===== src/pkg/wbc_pkg.sv =====
// constants for the watchdog and bus control register bank
package wbc_pkg;

   // ------------------------------------------------------------------
   // register addresses (7-bit)
   // ------------------------------------------------------------------
   localparam logic [6:0] ADDR_WATCHDOG_CONTROL   = 7'h03;
   localparam logic [6:0] ADDR_BUS_TRANSCEIVER    = 7'h04;
   localparam logic [6:0] ADDR_SUPPLY_PEAK        = 7'h05;
   localparam logic [6:0] ADDR_INT_WAKE_CONTROL   = 7'h06;
   localparam logic [6:0] ADDR_EXT_WAKE_CONTROL   = 7'h07;

   // ------------------------------------------------------------------
   // watchdog control fields
   // ------------------------------------------------------------------
   localparam int WD_CHECKSUM_BIT     = 7;
   localparam int WD_STOP_DISABLE_BIT = 6;
   localparam int WD_TYPE_BIT         = 5;
   localparam int WD_BUS_WAKE_BIT     = 4;
   localparam int WD_PERIOD_MSB       = 2;
   localparam logic [7:0] WD_RW_MASK      = 8'hf7;
   localparam logic [7:0] WD_RESET_VAL    = 8'h14;
   localparam logic [7:0] WD_RESTART_KEEP = 8'hb0;
   localparam logic [7:0] WD_RESTART_VAL  = 8'h04;

   // ------------------------------------------------------------------
   // bus transceiver control fields
   // ------------------------------------------------------------------
   localparam int BUS_FLASH_BIT    = 7;
   localparam int BUS_LOW_SLOPE    = 6;
   localparam int BUS_TX_TIMEOUT   = 5;
   localparam int BUS_LIN_MSB      = 4;
   localparam int BUS_LIN_LSB      = 3;
   localparam int BUS_CAN_MSB      = 1;
   localparam int BUS_CAN_LSB      = 0;
   localparam logic [7:0] BUS_RW_MASK       = 8'hfb;
   localparam logic [7:0] BUS_RESET_VAL     = 8'h20;
   localparam logic [7:0] BUS_RESTART_KEEP  = 8'he0;
   localparam logic [7:0] BUS_FAIL_KEEP     = 8'he0;
   localparam logic [7:0] BUS_FAIL_VAL      = 8'h09;

   // ------------------------------------------------------------------
   // supply peak control fields
   // ------------------------------------------------------------------
   localparam int PEAK_BIT = 5;
   localparam logic [7:0] PEAK_RW_MASK      = 8'h20;
   localparam logic [7:0] PEAK_RESET_VAL    = 8'h00;
   localparam logic [7:0] PEAK_RESTART_KEEP = 8'h20;

   // ------------------------------------------------------------------
   // internal and external wake control fields
   // ------------------------------------------------------------------
   localparam int IWK_STOP_DISABLE_BIT = 2;
   localparam logic [7:0] IWK_RW_MASK      = 8'hc4;
   localparam logic [7:0] IWK_RESET_VAL    = 8'h00;
   localparam logic [7:0] IWK_RESTART_KEEP = 8'hc0;
   localparam int EWK_GLOBAL_INT_BIT = 7;
   localparam logic [7:0] EWK_RW_MASK      = 8'ha7;
   localparam logic [7:0] EWK_RESET_VAL    = 8'h07;
   localparam logic [7:0] EWK_RESTART_KEEP = 8'ha7;
   localparam logic [7:0] EWK_FAIL_KEEP    = 8'ha0;
   localparam logic [7:0] EWK_FAIL_VAL     = 8'h07;

   // ------------------------------------------------------------------
   // watchdog period in ms per code
   // ------------------------------------------------------------------
   localparam logic [9:0] PERIOD_MS_0 = 10'h00a;
   localparam logic [9:0] PERIOD_MS_1 = 10'h014;
   localparam logic [9:0] PERIOD_MS_2 = 10'h032;
   localparam logic [9:0] PERIOD_MS_3 = 10'h064;
   localparam logic [9:0] PERIOD_MS_4 = 10'h0c8;
   localparam logic [9:0] PERIOD_MS_5 = 10'h1f4;
   localparam logic [9:0] PERIOD_MS_6 = 10'h3e8;

endpackage : wbc_pkg

===== src/core/wbc_cs_sync.sv =====
// two-stage synchroniser for chip select with release detect
`timescale 1ns/100ps
`default_nettype none

module wbc_cs_sync
(
   input  wire logic clk_in,
   input  wire logic rst_b_in,
   input  wire logic async_in,
   output logic      sync_out,
   output logic      rise_out
);

   logic meta_r;
   logic sync_r;
   logic last_r;

   // ------------------------------------------------------------------
   // synchroniser chain, idle level high
   // ------------------------------------------------------------------
   always_ff @(posedge clk_in)
   begin
      if (!rst_b_in)
      begin
         meta_r <= 1'b1;
         sync_r <= 1'b1;
         last_r <= 1'b1;
      end
      else
      begin
         meta_r <= async_in;
         sync_r <= meta_r;
         last_r <= sync_r;
      end
   end

   // release edge seen only after the second stage
   assign sync_out = sync_r;
   assign rise_out = sync_r & ~last_r;

endmodule : wbc_cs_sync

`default_nettype wire


===== src/core/wbc_regs.sv =====
// watchdog, bus transceiver and supply peak control register bank
//
// Function
// host writes watchdog control with even parity over all eight bits
// bit 6 of watchdog control deactivates the watchdog in stop mode
// bit 5 selects time-out watchdog at zero, window watchdog at one
// bit 4 starts watchdog with long open window after bus wake
// period codes give 10 to 1000 ms; all-ones code reserved
// reserved bits always read zero
// watchdog control resets to 14h; restart sets 0100, clears bit 6
// lin flash bit 7 disables slope control for high baud rates
// lin bit 6 selects low-slope mode
// lin bit 5 enables the transmit time-out protection
// lin option writes take effect when chip select goes high
// lin one mode field bits 4:3, hardware may update it
// can mode field bits 1:0, hardware may update it
// fail-safe entry forces bus control xxx0 1001, wake x0x0 0111
// bus control resets to 20h; restart modes by cause, bit 2 zero
// peak bit 5 picks low threshold at zero, higher at one
// peak bit writable in init and normal mode only
// ignored peak write in stop raises no spi failure
// peak register resets to zero; restart keeps only bit 5
// registers decoded at addresses 03h, 04h and 05h
// second stop-mode watchdog disable bit sits in internal wake bit 2
// global interrupt bit 7 of external wake control
// restart bits marked x keep their value, digits are loaded
`timescale 1ns/100ps
`default_nettype none

module wbc_regs
(
   input  wire logic       clk_in,
   input  wire logic       rst_b_in,
   input  wire logic       chip_select_low_in,
   input  wire logic       reg_wr_in,
   input  wire logic [6:0] reg_addr_in,
   input  wire logic [7:0] reg_wdata_in,
   output logic      [7:0] reg_rdata_out,
   input  wire logic       soft_reset_in,
   input  wire logic       restart_in,
   input  wire logic [1:0] restart_lin_mode_in,
   input  wire logic [1:0] restart_can_mode_in,
   input  wire logic       fail_safe_entry_in,
   input  wire logic       stop_mode_in,
   input  wire logic       hw_lin_mode_we_in,
   input  wire logic [1:0] hw_lin_mode_in,
   input  wire logic       hw_can_mode_we_in,
   input  wire logic [1:0] hw_can_mode_in,
   output logic            spi_fail_out,
   output logic            stop_dog_disable_lo_out,
   output logic            stop_dog_disable_hi_out,
   output logic            dog_type_select_out,
   output logic            dog_start_on_bus_wake_out,
   output logic      [2:0] dog_period_select_out,
   output logic      [9:0] dog_period_ms_out,
   output logic            lin_flash_out,
   output logic            lin_low_slope_out,
   output logic            lin_transmit_timeout_en_out,
   output logic      [1:0] lin_one_mode_out,
   output logic      [1:0] can_mode_out,
   output logic            active_peak_threshold_out,
   output logic            global_int_en_out
);

   // ------------------------------------------------------------------
   // storage
   // ------------------------------------------------------------------
   logic [7:0] dog_ctrl_r;
   logic [7:0] bus_ctrl_r;
   logic [7:0] peak_ctrl_r;
   logic [7:0] int_wake_r;
   logic [7:0] ext_wake_r;
   logic [2:0] lin_opt_r;
   logic [7:0] rdata_r;
   logic [9:0] period_ms_r;
   logic       spi_fail_r;
   logic       cs_rise;
   logic       init_any;
   logic       wr_dog;
   logic       wr_bus;
   logic       wr_peak;
   logic       wr_iwk;
   logic       wr_ewk;
   logic       dog_parity_ok;

   // ------------------------------------------------------------------
   // chip select synchroniser
   // ------------------------------------------------------------------
   wbc_cs_sync u_cs_sync
   (
      .clk_in   (clk_in),
      .rst_b_in (rst_b_in),
      .async_in (chip_select_low_in),
      .sync_out (),
      .rise_out (cs_rise)
   );

   // ------------------------------------------------------------------
   // address decode and write qualification
   // ------------------------------------------------------------------
   // power-on and soft reset load the same values
   assign init_any = soft_reset_in;

   // register selects
   assign wr_dog  = reg_wr_in & (reg_addr_in ==
                    wbc_pkg::ADDR_WATCHDOG_CONTROL);
   assign wr_bus  = reg_wr_in & (reg_addr_in ==
                    wbc_pkg::ADDR_BUS_TRANSCEIVER);
   assign wr_peak = reg_wr_in & (reg_addr_in ==
                    wbc_pkg::ADDR_SUPPLY_PEAK);
   assign wr_iwk  = reg_wr_in & (reg_addr_in ==
                    wbc_pkg::ADDR_INT_WAKE_CONTROL);
   assign wr_ewk  = reg_wr_in & (reg_addr_in ==
                    wbc_pkg::ADDR_EXT_WAKE_CONTROL);

   // even parity over all eight written bits, checksum bit included
   assign dog_parity_ok = ~(^reg_wdata_in);

   // ------------------------------------------------------------------
   // watchdog control register
   // ------------------------------------------------------------------
   always_ff @(posedge clk_in)
   begin
      if (!rst_b_in || init_any)
      begin
         dog_ctrl_r <= wbc_pkg::WD_RESET_VAL;
      end
      else if (restart_in)
      begin
         // checksum, type and bus wake bits survive a restart
         dog_ctrl_r <= (dog_ctrl_r & wbc_pkg::WD_RESTART_KEEP) |
                       wbc_pkg::WD_RESTART_VAL;
      end
      else if (wr_dog && dog_parity_ok)
      begin
         dog_ctrl_r <= reg_wdata_in & wbc_pkg::WD_RW_MASK;
      end
   end

   // ------------------------------------------------------------------
   // bus transceiver control register
   // ------------------------------------------------------------------
   always_ff @(posedge clk_in)
   begin
      if (!rst_b_in || init_any)
      begin
         bus_ctrl_r <= wbc_pkg::BUS_RESET_VAL;
      end
      else if (restart_in)
      begin
         // lin options kept, modes set by the restart cause
         bus_ctrl_r <= (bus_ctrl_r & wbc_pkg::BUS_RESTART_KEEP) |
                       {3'h0, restart_lin_mode_in, 1'b0,
                        restart_can_mode_in};
      end
      else if (fail_safe_entry_in)
      begin
         // wake capable modes keep the chip wakeable
         bus_ctrl_r <= (bus_ctrl_r & wbc_pkg::BUS_FAIL_KEEP) |
                       wbc_pkg::BUS_FAIL_VAL;
      end
      else if (hw_lin_mode_we_in || hw_can_mode_we_in)
      begin
         // hardware mode changes win over a write in the same cycle
         if (hw_lin_mode_we_in)
         begin
            bus_ctrl_r[wbc_pkg::BUS_LIN_MSB:wbc_pkg::BUS_LIN_LSB] <=
               hw_lin_mode_in;
         end
         if (hw_can_mode_we_in)
         begin
            bus_ctrl_r[wbc_pkg::BUS_CAN_MSB:wbc_pkg::BUS_CAN_LSB] <=
               hw_can_mode_in;
         end
      end
      else if (wr_bus)
      begin
         bus_ctrl_r <= reg_wdata_in & wbc_pkg::BUS_RW_MASK;
      end
   end

   // ------------------------------------------------------------------
   // lin options applied to the lin outputs at chip select release, restart or fail-safe entry
   // ------------------------------------------------------------------
   always_ff @(posedge clk_in)
   begin
      if (!rst_b_in || init_any)
      begin
         lin_opt_r <= wbc_pkg::BUS_RESET_VAL[7:5];
      end
      else if (restart_in || fail_safe_entry_in)
      begin
         lin_opt_r <= bus_ctrl_r[7:5];
      end
      else if (cs_rise)
      begin
         lin_opt_r <= bus_ctrl_r[7:5];
      end
   end

   // ------------------------------------------------------------------
   // supply peak control register
   // ------------------------------------------------------------------
   always_ff @(posedge clk_in)
   begin
      if (!rst_b_in || init_any)
      begin
         peak_ctrl_r <= wbc_pkg::PEAK_RESET_VAL;
      end
      else if (restart_in)
      begin
         peak_ctrl_r <= peak_ctrl_r & wbc_pkg::PEAK_RESTART_KEEP;
      end
      else if (wr_peak && !stop_mode_in)
      begin
         // writes in stop mode are dropped silently
         peak_ctrl_r <= reg_wdata_in & wbc_pkg::PEAK_RW_MASK;
      end
   end

   // ------------------------------------------------------------------
   // internal wake control register
   // ------------------------------------------------------------------
   always_ff @(posedge clk_in)
   begin
      if (!rst_b_in || init_any)
      begin
         int_wake_r <= wbc_pkg::IWK_RESET_VAL;
      end
      else if (restart_in)
      begin
         int_wake_r <= int_wake_r & wbc_pkg::IWK_RESTART_KEEP;
      end
      else if (wr_iwk)
      begin
         int_wake_r <= reg_wdata_in & wbc_pkg::IWK_RW_MASK;
      end
   end

   // ------------------------------------------------------------------
   // external wake control register
   // ------------------------------------------------------------------
   always_ff @(posedge clk_in)
   begin
      if (!rst_b_in || init_any)
      begin
         ext_wake_r <= wbc_pkg::EWK_RESET_VAL;
      end
      else if (restart_in)
      begin
         ext_wake_r <= ext_wake_r & wbc_pkg::EWK_RESTART_KEEP;
      end
      else if (fail_safe_entry_in)
      begin
         ext_wake_r <= (ext_wake_r & wbc_pkg::EWK_FAIL_KEEP) |
                       wbc_pkg::EWK_FAIL_VAL;
      end
      else if (wr_ewk)
      begin
         ext_wake_r <= reg_wdata_in & wbc_pkg::EWK_RW_MASK;
      end
   end

   // ------------------------------------------------------------------
   // read back, one cycle latency, unmapped reads zero
   // ------------------------------------------------------------------
   always_ff @(posedge clk_in)
   begin
      if (!rst_b_in)
      begin
         rdata_r <= 8'h00;
      end
      else
      begin
         case (reg_addr_in)
            wbc_pkg::ADDR_WATCHDOG_CONTROL: rdata_r <= dog_ctrl_r;
            wbc_pkg::ADDR_BUS_TRANSCEIVER:  rdata_r <= bus_ctrl_r;
            wbc_pkg::ADDR_SUPPLY_PEAK:      rdata_r <= peak_ctrl_r;
            wbc_pkg::ADDR_INT_WAKE_CONTROL: rdata_r <= int_wake_r;
            wbc_pkg::ADDR_EXT_WAKE_CONTROL: rdata_r <= ext_wake_r;
            default:                        rdata_r <= 8'h00;
         endcase
      end
   end

   // ------------------------------------------------------------------
   // watchdog period decode in ms
   // ------------------------------------------------------------------
   always_ff @(posedge clk_in)
   begin
      if (!rst_b_in)
      begin
         period_ms_r <= wbc_pkg::PERIOD_MS_4;
      end
      else
      begin
         case (dog_ctrl_r[wbc_pkg::WD_PERIOD_MSB:0])
            3'h0:    period_ms_r <= wbc_pkg::PERIOD_MS_0;
            3'h1:    period_ms_r <= wbc_pkg::PERIOD_MS_1;
            3'h2:    period_ms_r <= wbc_pkg::PERIOD_MS_2;
            3'h3:    period_ms_r <= wbc_pkg::PERIOD_MS_3;
            3'h4:    period_ms_r <= wbc_pkg::PERIOD_MS_4;
            3'h5:    period_ms_r <= wbc_pkg::PERIOD_MS_5;
            default: period_ms_r <= wbc_pkg::PERIOD_MS_6; // reserved too
         endcase
      end
   end

   // ------------------------------------------------------------------
   // spi failure: only a watchdog write with bad parity
   // ------------------------------------------------------------------
   always_ff @(posedge clk_in)
   begin
      if (!rst_b_in)
      begin
         spi_fail_r <= 1'b0;
      end
      else
      begin
         // a dropped peak write in stop mode is deliberately not counted
         spi_fail_r <= wr_dog & ~dog_parity_ok & ~init_any &
                       ~restart_in;
      end
   end

   // ------------------------------------------------------------------
   // outputs
   // ------------------------------------------------------------------
   assign reg_rdata_out  = rdata_r;
   assign spi_fail_out   = spi_fail_r;
   assign stop_dog_disable_lo_out =
      dog_ctrl_r[wbc_pkg::WD_STOP_DISABLE_BIT];
   assign stop_dog_disable_hi_out =
      int_wake_r[wbc_pkg::IWK_STOP_DISABLE_BIT];
   assign dog_type_select_out = dog_ctrl_r[wbc_pkg::WD_TYPE_BIT];
   assign dog_start_on_bus_wake_out =
      dog_ctrl_r[wbc_pkg::WD_BUS_WAKE_BIT];
   assign dog_period_select_out =
      dog_ctrl_r[wbc_pkg::WD_PERIOD_MSB:0];
   assign dog_period_ms_out = period_ms_r;
   // applied lin options, not the raw register
   assign lin_flash_out = lin_opt_r[2];
   assign lin_low_slope_out = lin_opt_r[1];
   assign lin_transmit_timeout_en_out = lin_opt_r[0];
   assign lin_one_mode_out =
      bus_ctrl_r[wbc_pkg::BUS_LIN_MSB:wbc_pkg::BUS_LIN_LSB];
   assign can_mode_out =
      bus_ctrl_r[wbc_pkg::BUS_CAN_MSB:wbc_pkg::BUS_CAN_LSB];
   assign active_peak_threshold_out =
      peak_ctrl_r[wbc_pkg::PEAK_BIT];
   assign global_int_en_out =
      ext_wake_r[wbc_pkg::EWK_GLOBAL_INT_BIT];

endmodule : wbc_regs

`default_nettype wire


===== config.mk =====
export PLATFORM = sky130hd
export DESIGN_NAME = wbc_regs
export DESIGN_NICKNAME = d
export VERILOG_FILES = /design/src/pkg/wbc_pkg.sv /design/src/core/wbc_cs_sync.sv /design/src/core/wbc_regs.sv
export SDC_FILE = /design/constraint.sdc
export NUM_CORES = 1
export LEC_CHECK = 0
export BUFFER_PORTS_ARGS = -buffer_cell sky130_fd_sc_hd__buf_2
export CAP_MARGIN = 30
export CORE_MARGIN = 4
export CORE_UTILIZATION = 54
export DETAILED_ROUTE_END_ITERATION = 6
export GPL_TIMING_DRIVEN = 0
export HOLD_SLACK_MARGIN = 0.05
export PLACE_DENSITY_LB_ADDON = 0.12
export SLEW_MARGIN = 25
export SYNTH_ARGS = -nofsm -noshare
export SYNTH_HDL_FRONTEND = slang
export SYNTH_SLANG_ARGS = --single-unit

===== constraint.sdc =====
create_clock -name clk_in -period 3.01 [get_ports clk_in]
set_input_delay 0.602 -clock clk_in [delete_from_list [all_inputs] [get_ports clk_in]]
set_output_delay 0.602 -clock clk_in [all_outputs]
set_load 0.02 [all_outputs]

After elaboration in Yosys (flattened, before gate mapping)
Index checks and enable logic that the tools add are counted.

Bits of input ports: 33. Logic and storage cells: 87. Bits in registers: 49. Output and inout bits: 35.

Eq/ne operators: 15. Bitwise gates (word level): 15. Multiplexer cells: 15. Reduce and logical (&&, ||, !) cells: 24.

Operators with widths (number): one-hot mux 10 bit (6 select lines) (1); one-hot mux 8 bit (5 select lines) (1); == test 7 x 3 -> 1 bit, second input constant (4); 2-to-1 mux 8 bit (3); 2-to-1 mux 3 bit (5); AND reduction 2 bit (7); bitwise AND 1 bit (9); 2-to-1 mux 2 bit (4); != test 4 bit, second input constant (2); bitwise OR 8 x 5 -> 8 bit (1); parity 8 bit (1); == test 7 x 2 -> 1 bit, second input constant (1); == test 3 x 2 -> 1 bit, second input constant (2); == test 3 bit, second input constant (2); AND reduction 3 bit (2); nonzero test 2 bit (3); NOT 1 bit (5); != test 2 bit, second input constant (2); nonzero test 4 bit (1); == test 3 x 1 -> 1 bit, second input constant (1); logical NOT 3 bit (1); logical OR 1 bit (3); != test 3 bit, second input constant (1); nonzero test 3 bit (1); other kinds (4) (6).

Logic depth before layout (Yosys ltp)
Gate-level depths: netlist of run 1.

Depth after elaboration: 6. Gate-level depth with buffers: 8. Mapped depth without buffers: 5.

Modules after synthesis
From an unflattened synthesis of run 1, not the netlist that was laid out.

Cell total of the unflattened synthesis: 234. Area, all modules: 2090.8 µm².

By module, submodules not included: wbc_regs (instances 1, area each 1998.2 µm², cells each 227); wbc_cs_sync (instances 1, area each 92.6 µm², cells each 7).

Worst setup path before layout of run 1
Ideal clock, no wire load.

Path kind: input -> register. From: in reg_addr_in[1]. To: reg dog_ctrl_r[4]. Setup slack: 1.097 ns. Library setup time: 0.133 ns. Arrival time: 1.780 ns. Stages on the path: 8. Path buffers: 3. Path through: buf_2 -> and2_0 -> and3b_1 -> buf_6 -> and2_1 -> buf_6 -> a31oi_1 -> o21ai_1.

Cells in the longest elaborated chain, start to end: 4.

Ends and longest elaborated chain: start, declared (line wbc_regs.sv:36) `input wire logic [6:0] reg_addr_in,`; == test 7 x 2 -> 1 bit (line wbc_regs.sv:105) `assign wr_dog = reg_wr_in & (reg_addr_in ==`; bitwise AND 1 bit (line wbc_regs.sv:105); logical AND 1 bit (line wbc_regs.sv:134) `else if (wr_dog && dog_parity_ok)`; AND reduction 2 bit (no line); end signal, assigned (line wbc_regs.sv:126) `dog_ctrl_r <= wbc_pkg::WD_RESET_VAL;`; end signal, assigned (line wbc_regs.sv:131) `dog_ctrl_r <= (dog_ctrl_r & wbc_pkg::WD_RESTART_KEEP) |`; end signal, assigned (line wbc_regs.sv:136) `dog_ctrl_r <= reg_wdata_in & wbc_pkg::WD_RW_MASK;`; end, declared (line wbc_regs.sv:68) `logic [7:0] dog_ctrl_r;`.

Every way passes these cells. A chain may end at the register's enable or synchronous reset.

Worst setup path after layout of run 1
From: in reg_addr_in[5]. To: reg peak_ctrl_r[5].

Cells in the longest elaborated chain, start to end: 4.

Ends and longest elaborated chain: == test 7 x 3 -> 1 bit (line wbc_regs.sv:109) `assign wr_peak = reg_wr_in & (reg_addr_in ==`; bitwise AND 1 bit (line wbc_regs.sv:109); logical AND 1 bit (line wbc_regs.sv:214) `else if (wr_peak && !stop_mode_in)`; AND reduction 2 bit (no line); end signal, assigned (line wbc_regs.sv:208) `peak_ctrl_r <= wbc_pkg::PEAK_RESET_VAL;`; end signal, assigned (line wbc_regs.sv:212) `peak_ctrl_r <= peak_ctrl_r & wbc_pkg::PEAK_RESTART_KEEP;`; end signal, assigned (line wbc_regs.sv:217) `peak_ctrl_r <= reg_wdata_in & wbc_pkg::PEAK_RW_MASK;`; end, declared (line wbc_regs.sv:70) `logic [7:0] peak_ctrl_r;`.

Every way passes these cells.

==> flow_metrics.env, run 1 <==
export IMPL_wl_per_cell_um=14.2
export IMPL_timing_final_crit_period_ps=1950
export IMPL_routed_via_density=5.28
export IMPL_finalSetupViolations=0
export IMPL_power_frac_comb_pct=12.7
export IMPL_cts_sink_count=47
export IMPL_netlist_cell_type_count=44
export IMPL_yosysMostFrequentCell="dfxtp_1"
export IMPL_num_io_pins=68
export IMPL_path_max_fanout=8
export IMPL_synth_compound_area_share_pct=13.8
export IMPL_ys_seq_area_share_pct=45.2
export IMPL_grt_overflow=0
export IMPL_areaGrowthSynthToFinish_pct=22.8
export IMPL_port_buffer_count=63
export IMPL_critPathKind="input pin to flip-flop"
export IMPL_dpl_cell_area_um2=2460
export IMPL_regArea_um2=941
export IMPL_critical_path_endpoint_type="flip-flop"
export IMPL_clkTransAtPathRegs_ps=90
export IMPL_hold_viol_final=0
export IMPL_syn_area_per_cell_um2=9.02
export IMPL_hp_class="flip-flop to flip-flop"
export IMPL_ctsResizeCount=0
export IMPL_die_y_um=70.1
export IMPL_dp_cells=342
export IMPL_clock_latency_ps=300
export IMPL_rows=22
export IMPL_drive_gt1_share_pct=30.8
export IMPL_synth_nets=264
export IMPL_drc_errors=0
export IMPL_grt_pass1_wl_mm=8.00
export IMPL_p_leak_nw=1.13
export IMPL_cp_required_ps=3190
export IMPL_htree_num_levels=2
export IMPL_synth_seq_cells=47
export IMPL_internal_power_uw=869
export IMPL_cap_violations=0
export IMPL_cp_data_arrival_time_ps=2120
export IMPL_ys_top_cells_by_area="dfxtp_1, mux2i_1, nor2_1, a21oi_1, buf_4"
export IMPL_p_clk_share_pct=34.0
export IMPL_synth_area_um2=2080
export IMPL_first_global_vias=1696
export IMPL_vias=1849
export IMPL_die_area_um2=4920
export IMPL_wl_mm=4.98
export IMPL_core_um2=3690
export IMPL_ys_flop_type="dfxtp_1"
export IMPL_postLayoutCoreUtil_pct=69.3
export IMPL_fp_dieW_um=70.1
export IMPL_synth_xor_area_share_pct=4.08
export IMPL_multi_input_area_um2=1000
export IMPL_cts_setup_buffers=0
export IMPL_antenna_found_initial=0
export IMPL_relSlewSlack_pct=56.8
export IMPL_status="finished clean"
export IMPL_synthTopCellsByCount="dfxtp_1, nor2_1, mux2i_1"
export IMPL_synth_area_leader_cell="dfxtp_1"
export IMPL_numCtsBuffers=5
export IMPL_grt_max_degree=16
export IMPL_fin_setup_tns_ps=0
export IMPL_synthAdderAreaFrac_pct=0
export IMPL_r2r_slack_ps=1680
export IMPL_synth_warning_count=0
export IMPL_start_kind="input pin"
export IMPL_fin_cells=350
export IMPL_fin_crit_sh_pct=64.6
export IMPL_nets=334
export IMPL_drtIter0Drc=141
export IMPL_cts_root_buf="clkbuf_8"
export IMPL_p_sw_uw=310
export IMPL_cts_tree="yes"
export IMPL_dp_hpwl_mm=3.90
export IMPL_postCtsHoldBufs=0
export IMPL_slew_viol_final=0
export IMPL_muxShareOfSynthArea_pct=9.79
export IMPL_synth_simple_area_share_pct=20.4
export IMPL_detail_route_antenna_nets=0
export IMPL_fill_cells=315
export IMPL_synth_edf_count=0
export IMPL_grtUsageTotal_pct=20.6
export IMPL_stdcell_area_um2=2560
export IMPL_finalWeightedCongestion=0.831
export IMPL_swShare_pct=26.3
export IMPL_max_freq_mhz=514
export IMPL_n_antenna_cell=0
export IMPL_async_reset_ff_share_pct=0
export IMPL_synth_top_family_by_area="simple AND/OR/NAND/NOR gates"
export IMPL_syn_inst=231
export IMPL_fin_skew_ps=5.55
export IMPL_rsz0062_at_grt="false"
export IMPL_start_util_pct=56.5
export IMPL_worst_pin_slew_ps=642
export IMPL_pwr_share_seq_pct=53.3
export IMPL_cts_path_max_buffers=2
export IMPL_drt_pass1_iter_count=4
export IMPL_power_density_nw_per_um2=461
export IMPL_netlist_area_leader_share_pct=45.2
export IMPL_peakVddDrop_mv=0.304
[cell type report]
class                           instances  share of cell area [%]
Clock buffer                            6                    3.23
Buffer                                 21                    4.94
Multi-Input combinational cell        160                    39.3
Inverter                                3                   0.440
Sequential cell                        47                    36.8
Clock inverter                          2                   0.636
Tap cell                               48                    2.35
Timing Repair Buffer                   63                    12.3
[critical path: stages]
cell and delay [ps]:
buf_2 120, nor4_4 450, nand2_1 330, nor4_2 350, mux2i_1 220, nor2_1 50
[stage by stage]
step	hold WS (ps)	setup WS, ps	total power, mW
floorplan	386	1100	0.735
global placement	393	767	0.790
detailed placement	396	758	0.790
CTS	421	1070	1.18
global route	435	919	1.23
finish	417	1060	1.18
[power groups by stage]
| stage | Combinational, mW | Clock (mW) | Sequential (mW) |
|---|---|---|---|
| after floorplan | 0.0932 | 0 | 0.642 |
| after global placement | 0.147 | 0 | 0.643 |
| after detailed placement | 0.147 | 0 | 0.643 |
| after CTS | 0.148 | 0.407 | 0.628 |
| after global routing | 0.162 | 0.437 | 0.629 |
| final | 0.149 | 0.401 | 0.628 |
[sequential cells by signal, summed over array words and instances (netlist names)]
| signal | flops |
|---|---|
| u_cs_sync.last_r | 1 |
| int_wake_r | 3 |
| dog_ctrl_r | 7 |
| spi_fail_out | 1 |
| lin_opt_r | 3 |
| dog_period_ms_out | 9 |
| ext_wake_r | 5 |
| peak_ctrl_r | 1 |
| u_cs_sync.sync_out | 1 |
| bus_ctrl_r | 7 |
| reg_rdata_out | 8 |
| u_cs_sync.meta_r | 1 |
[cell families after synthesis]
family,count (synthesis)
AND/OR/NAND/NOR,84
other,1
AO/OA/AOI/OAI,47
XOR/XNOR,8
flip-flops,47
buffers and inverters,24
multiplexers,20
[path summary, 6_finish.rpt]
path | startpoint | end | cells after the start
setup / recovery | reg_addr_in[5] | peak_ctrl_r[5]$_SDFFE_PP0P_ | 6
setup reg to reg | u_cs_sync.sync_out$_SDFF_PN1_ | lin_opt_r[0]$_SDFFE_PP1P_ | 4
hold reg to reg | u_cs_sync.meta_r$_SDFF_PN1_ | u_cs_sync.sync_out$_SDFF_PN1_ | 1
hold / removal | u_cs_sync.meta_r$_SDFF_PN1_ | u_cs_sync.sync_out$_SDFF_PN1_ | 1
[cell usage in the layout (no fill, tap or decap), types with 3 or more instances in the layout]
cell and instances:
buf_2 65, buf_4 8, nand4_1 5, clkbuf_8 6
mux2i_1 17, a21oi_1 16, nand2_1 16, inv_1 3
nand2b_1 5, nor2_1 30, xnor2_1 6, o22ai_1 3
nor3_1 6, mux2_2 3, a21boi_1 3, a22oi_1 3
o21ai_0 7, o21ai_1 3, clkbuf_1 9, dfxtp_1 47
nand3_1 6
[metal layers]
layer	global-route usage (%)	vias to the layer above	part of all wire, %
met1	27.6	830	44
met4	5.11	0	0.94
li1	-	938	-
met5	0	-	0
met3	7.34	5	9.3
met2	31.8	76	45
(Power assumes the default switching activity.)
==> inputs of run 2 (changes only) <==
Settings changed: CORE_UTILIZATION 54 to 45.
Clock period 3.01 ns to 1.65 ns, I/O delays scaled along.
==> run 2 against run 1 <==
- design area grew 0.83%
- global-route usage shrank 2.8 points
- wire length increased by 3.1%
- core utilization shrank 11 points
- clock skew shrank 1.0 ps
- flip-flop and latch count is the same
- count of clock-buffer cells in the layout unchanged
- critical path depth is 2 higher
- sequential share of layout area shrank 0.30 points
- largest cell class unchanged
- highest routed layer unchanged
==> flow_metrics.env, run 2 (synthesized netlist as in run 1, its figures left out) <==
export IMPL_relSlewSlack_pct=58.9
export IMPL_dp_cells=346
export IMPL_fin_skew_ps=4.55
export IMPL_routed_via_density=5.24
export IMPL_first_global_vias=1723
export IMPL_finalSetupViolations=0
export IMPL_drive_gt1_share_pct=31.6
export IMPL_critical_path_endpoint_type="flip-flop"
export IMPL_wl_mm=5.14
export IMPL_rows=24
export IMPL_fin_crit_sh_pct=93.4
export IMPL_r2r_worst_path_cells=4
export IMPL_largest_reg_flops=9
export IMPL_fp_dieW_um=76.0
export IMPL_r2r_slack_ps=350
export IMPL_worst_pin_slew_ps=610
export IMPL_htree_num_levels=2
export IMPL_cts_root_buf="clkbuf_8"
export IMPL_antenna_found_initial=0
export IMPL_drtIter0Drc=115
export IMPL_start_kind="input pin"
export IMPL_grt_pass1_wl_mm=8.41
export IMPL_start_util_pct=47.2
export IMPL_critPathKind="input pin to flip-flop"
export IMPL_layout_common_cells="buf_2, dfxtp_1, nor2_1"
export IMPL_cap_violations=0
export IMPL_hold_viol_final=0
export IMPL_fin_cells=356
export IMPL_fill_cells=432
export IMPL_grtUsageTotal_pct=17.9
export IMPL_crit_end="ext_wake_r[2]$_SDFFE_PP1P_"
export IMPL_status="finished clean"
export IMPL_wl_per_cell_um=14.4
export IMPL_cts_tree="yes"
export IMPL_grt_overflow=0
export IMPL_worstReg2RegStart="u_cs_sync.sync_out$_SDFF_PN1_"
export IMPL_cp_required_ps=1820
export IMPL_regArea_um2=941
export IMPL_clock_latency_ps=300
export IMPL_r2r_end="lin_opt_r[0]$_SDFFE_PP1P_"
export IMPL_grt_max_degree=15
export IMPL_multi_input_area_um2=1010
export IMPL_slew_viol_final=0
export IMPL_clkTransAtPathRegs_ps=80
export IMPL_port_buffer_count=63
export IMPL_whs_ps=209
export IMPL_die_area_um2=5780
export IMPL_nets=336
export IMPL_p_leak_nw=1.14
export IMPL_dp_hpwl_mm=3.93
export IMPL_timing_final_crit_period_ps=1540
export IMPL_final_common_cell="buf_2"
export IMPL_path_max_fanout=7
export IMPL_postCtsHoldBufs=0
export IMPL_detail_route_antenna_nets=0
export IMPL_place_ws_ps=-316
export IMPL_cp_data_arrival_time_ps=1710
export IMPL_hp_class="input pin to flip-flop"
export IMPL_numCtsBuffers=5
export IMPL_worstSetupStartpoint="reg_addr_in[4]"
export IMPL_cts_path_max_buffers=2
export IMPL_die_y_um=76.0
export IMPL_cts_sink_count=47
export IMPL_n_antenna_cell=0
export IMPL_areaGrowthSynthToFinish_pct=23.8
export IMPL_max_freq_mhz=649
export IMPL_drt_pass1_iter_count=4
export IMPL_peakVddDrop_mv=0.410
export IMPL_fin_setup_tns_ps=0
export IMPL_drc_errors=0
export IMPL_num_io_pins=68
export IMPL_power_density_nw_per_um2=810
export IMPL_finalWeightedCongestion=0.857
export IMPL_core_um2=4410
export IMPL_vias=1865
export IMPL_setup_ws_ps=110
[run 2: cell types whose count changed in the layout (fill, tap and decap cells not counted), sizes merged]
cell  delta
buf      +2
[run 2: per-stage QoR]
step                      area, µm²  util (%)  total power [mW]
after detailed placement       2460      55.8              1.44
final                          2580      58.4              2.09
after floorplan                2080         -              1.34
after global placement         2460      55.8              1.44
after CTS                      2550      57.8              2.10
after global routing           2580      58.4              2.19
[run 2: repair_timing]
action / CTS / global route
resized for setup: 1 / 5
pin swaps: 0 / 1
cloned: 0 / 0
endpoints found under the setup margin: 1 / 22
endpoints found under the hold margin: 0 / 0
setup buffers: 0 / 2
[run 2: area by class of cell]
cell class	instances	area share, %
multi-input combinational	160	39.2
sequential	47	36.5
timing repair buffer	65	13.2
buffer	21	4.90
clock buffer	6	2.81
tap	52	2.52
clock inverter	2	0.485
inverter	3	0.437
[run 2: routing by layer]
metal  wire length (µm)  part of all wire, %  GRT usage [%]
met4                 83                  1.6           5.34
met3                385                  7.5           5.56
met1               2290                   45           24.0
met5                  0                    0              0
met2               2370                   46           27.3
[run 2: how the worst min path moves through the flow]
stage | start | endpoint | depth (start not counted)
3_3_place_gp | u_cs_sync.meta_r$_SDFF_PN1_ | u_cs_sync.sync_out$_SDFF_PN1_ | 1
4_1_cts | chip_select_low_in | u_cs_sync.meta_r$_SDFF_PN1_ | 2
5_1_grt | chip_select_low_in | u_cs_sync.meta_r$_SDFF_PN1_ | 2
2_1_floorplan | u_cs_sync.meta_r$_SDFF_PN1_ | u_cs_sync.sync_out$_SDFF_PN1_ | 1
6_report | chip_select_low_in | u_cs_sync.meta_r$_SDFF_PN1_ | 2
3_5_place_dp | u_cs_sync.meta_r$_SDFF_PN1_ | u_cs_sync.sync_out$_SDFF_PN1_ | 1
[run 2: critical path, cell delays in order]
cell	delay [ps]
buf_2	120
nor4_4	260
buf_6	160
nand4_1	100
or2_2	300
clkbuf_1	180
o22ai_1	190
nand2_1	70
[run 2: power by group]
group	switching [mW]	internal, mW
Combinational	0.171	0.105
Sequential	0.00483	1.14
Clock	0.369	0.296
Total	0.545	1.54
==> inputs of run 3 (changes only) <==
Settings changed: ABC_AREA set to 1, CORE_UTILIZATION 45 to 46.
==> run 3 against run 2 <==
- clock power increased by 26%
- sequential share of layout area fell by 2.6 points
- combinational power fell by 2%
- count of clock-buffer cells in the layout shrank 1
- final cell count increased by 29%
- sequential power hardly changed
- register-to-register slack better by 30 ps
- core utilization about the same
- design area up 7.8%
==> flow_metrics.env, run 3 <==
export IMPL_timing_final_crit_period_ps=1400
export IMPL_n_antenna_cell=0
export IMPL_syn_area_per_cell_um2=7.01
export IMPL_relSlewSlack_pct=53.3
export IMPL_cts_setup_buffers=0
export IMPL_cp_required_ps=1840
export IMPL_die_area_um2=6130
export IMPL_htree_num_levels=2
export IMPL_yosysMostFrequentCell="nand2_1"
export IMPL_cp_cell_sequence="buf_2 > nor2_1 > nand2_1 > inv_1 > nand3_2 > inv_1 > nand3_1 > o21ai_0 > a21oi_1"
export IMPL_areaGrowthSynthToFinish_pct=22.3
export IMPL_drive_gt1_share_pct=26.9
export IMPL_path_max_fanout=6
export IMPL_detail_route_antenna_nets=0
export IMPL_cts_path_max_buffers=2
export IMPL_final_common_cell="nand2_1"
export IMPL_wl_mm=5.56
export IMPL_dp_hpwl_mm=4.39
export IMPL_rows=25
export IMPL_grtUsageTotal_pct=18.9
export IMPL_nets=426
export IMPL_port_buffer_count=62
export IMPL_clkTransAtPathRegs_ps=90
export IMPL_antenna_found_initial=0
export IMPL_cts_root_buf="clkbuf_8"
export IMPL_max_freq_mhz=715
export IMPL_drtIter0Drc=114
export IMPL_cp_slowest_cell="nand3_1"
export IMPL_start_kind="input pin"
export IMPL_postCtsHoldBufs=0
export IMPL_path_common_cell="inv_1"
export IMPL_regArea_um2=941
export IMPL_vias=2179
export IMPL_cp_slowest_stage_delay_ps=210
export IMPL_grt_max_degree=16
export IMPL_netlist_area_leader_share_pct=41.4
export IMPL_multi_input_area_um2=1040
export IMPL_synthTopCellsByCount="nand2_1, inv_1, dfxtp_1"
export IMPL_grt_overflow=0
export IMPL_netlist_cell_type_count=30
export IMPL_power_density_nw_per_um2=812
export IMPL_core_um2=4750
export IMPL_fin_skew_ps=5.00
export IMPL_fill_cells=503
export IMPL_hold_viol_final=0
export IMPL_cap_violations=0
export IMPL_peakVddDrop_mv=0.292
export IMPL_dpl_cell_area_um2=2670
export IMPL_routed_via_density=4.73
export IMPL_critical_path_endpoint_type="flip-flop"
export IMPL_finalWeightedCongestion=0.835
export IMPL_wl_per_cell_um=12.1
export IMPL_synth_edf_count=0
export IMPL_largest_reg_flops=9
export IMPL_synth_seq_cells=47
export IMPL_first_global_vias=1980
export IMPL_syn_inst=324
export IMPL_critPathKind="input pin to flip-flop"
export IMPL_drc_errors=0
export IMPL_cp_data_arrival_time_ps=1590
export IMPL_drt_pass1_iter_count=4
export IMPL_fp_dieW_um=78.3
export IMPL_num_io_pins=68
export IMPL_stdcell_area_um2=2780
export IMPL_synth_area_um2=2270
export IMPL_synth_warning_count=0
export IMPL_async_reset_ff_share_pct=0
export IMPL_die_y_um=78.3
export IMPL_grt_pass1_wl_mm=9.14
export IMPL_hp_class="input pin to flip-flop"
export IMPL_ctsResizeCount=0
export IMPL_cts_tree="yes"
export IMPL_ys_flop_type="dfxtp_1"
export IMPL_finalSetupViolations=0
export IMPL_fin_setup_tns_ps=0
export IMPL_numCtsBuffers=5
export IMPL_p_leak_nw=1.43
export IMPL_status="finished clean"
export IMPL_ys_top_cells_by_area="dfxtp_1, nand2_1, inv_1, nand3_1, nor2_1"
export IMPL_clock_latency_ps=300
export IMPL_layout_common_cells="nand2_1, buf_2, inv_1"
export IMPL_synth_area_leader_cell="dfxtp_1"
export IMPL_worst_pin_slew_ps=693
export IMPL_slew_viol_final=0
export IMPL_cts_sink_count=47
export IMPL_rsz0062_at_grt="false"
export IMPL_fin_crit_sh_pct=84.8
export IMPL_synth_nets=357
export IMPL_ys_seq_area_share_pct=41.4
export IMPL_start_util_pct=47.8
-- run 3: cell count changes in the layout (fill, tap and decap cells not counted), moves of 4 or more --
cell / before / now
inv_1: 3 / 49
o21ai_0: 7 / 21
a21oi_1: 16 / 20
buf_6: 4 / 0
mux2i_1: 17 / 0
xnor2_1: 6 / 1
nand2_1: 15 / 81
nor3_1: 6 / 1
nand2b_1: 5 / 0
clkbuf_1: 10 / 0
nand3_1: 6 / 23
-- run 3: logic make-up (layout without fill, tap and decap cells) --
group	after synthesis	count (layout)	synth area share, %
other	1	1	0.165
AO/OA/AOI/OAI	53	53	13.1
AND/OR/NAND/NOR	157	157	32.3
buffers and inverters	65	135	12.7
flip-flops	47	47	41.4
XOR/XNOR	1	1	0.386
-- run 3: cell type report --
| cell class | instances | area share, % |
|---|---|---|
| repair buffers | 62 | 11.2 |
| well taps | 67 | 3.02 |
| clock buffers | 5 | 2.48 |
| flip-flops and latches | 47 | 33.9 |
| clock inverters | 3 | 1.58 |
| plain buffers | 13 | 3.33 |
| inverters | 52 | 7.02 |
| multi-input cells | 212 | 37.6 |
-- run 3: worst paths after layout --
check | slack, ps | endpoint | cells after the start | from
min reg2reg | 430 | u_cs_sync.sync_out$_SDFF_PN1_ | 1 | u_cs_sync.meta_r$_SDFF_PN1_
min | 210 | u_cs_sync.meta_r$_SDFF_PN1_ | 2 | chip_select_low_in
max reg2reg | 380 | lin_opt_r[2]$_SDFFE_PP0P_ | 4 | u_cs_sync.sync_out$_SDFF_PN1_
max | 250 | bus_ctrl_r[7]$_SDFFE_PP0P_ | 9 | reg_addr_in[5]
-- run 3: worst max-delay path: cells and delay by family --
kind / cells / cell delay, ps
simple gates: 4 / 580
compound gates: 2 / 270
buf+inv: 3 / 400
-- run 3: stage by stage --
step	power (mW)	util, %	setup WS, ps	std cells	hold slack, ps
global route	2.37	58.4	119	461	212
finish	2.26	58.4	251	461	209
floorplan	1.35	-	355	324	388
CTS	2.28	58.4	251	461	202
global placement	1.44	56.1	-22.8	453	404
detailed placement	1.45	56.1	-67.7	453	402
-- run 3: layer usage --
metal | vias up | GRT usage [%] | share of wire (%)
met5 | - | 0 | 0
met2 | 70 | 31.1 | 46
met1 | 941 | 24.4 | 44
li1 | 1157 | - | -
met3 | 11 | 3.78 | 7.6
met4 | 0 | 7.17 | 2.1
-- run 3: report_power, final --
group | internal, mW | switching [mW] | total, mW
Combinational | 0.0951 | 0.174 | 0.270
Clock | 0.451 | 0.384 | 0.835
Sequential | 1.15 | 0.00658 | 1.15
Total | 1.69 | 0.565 | 2.26
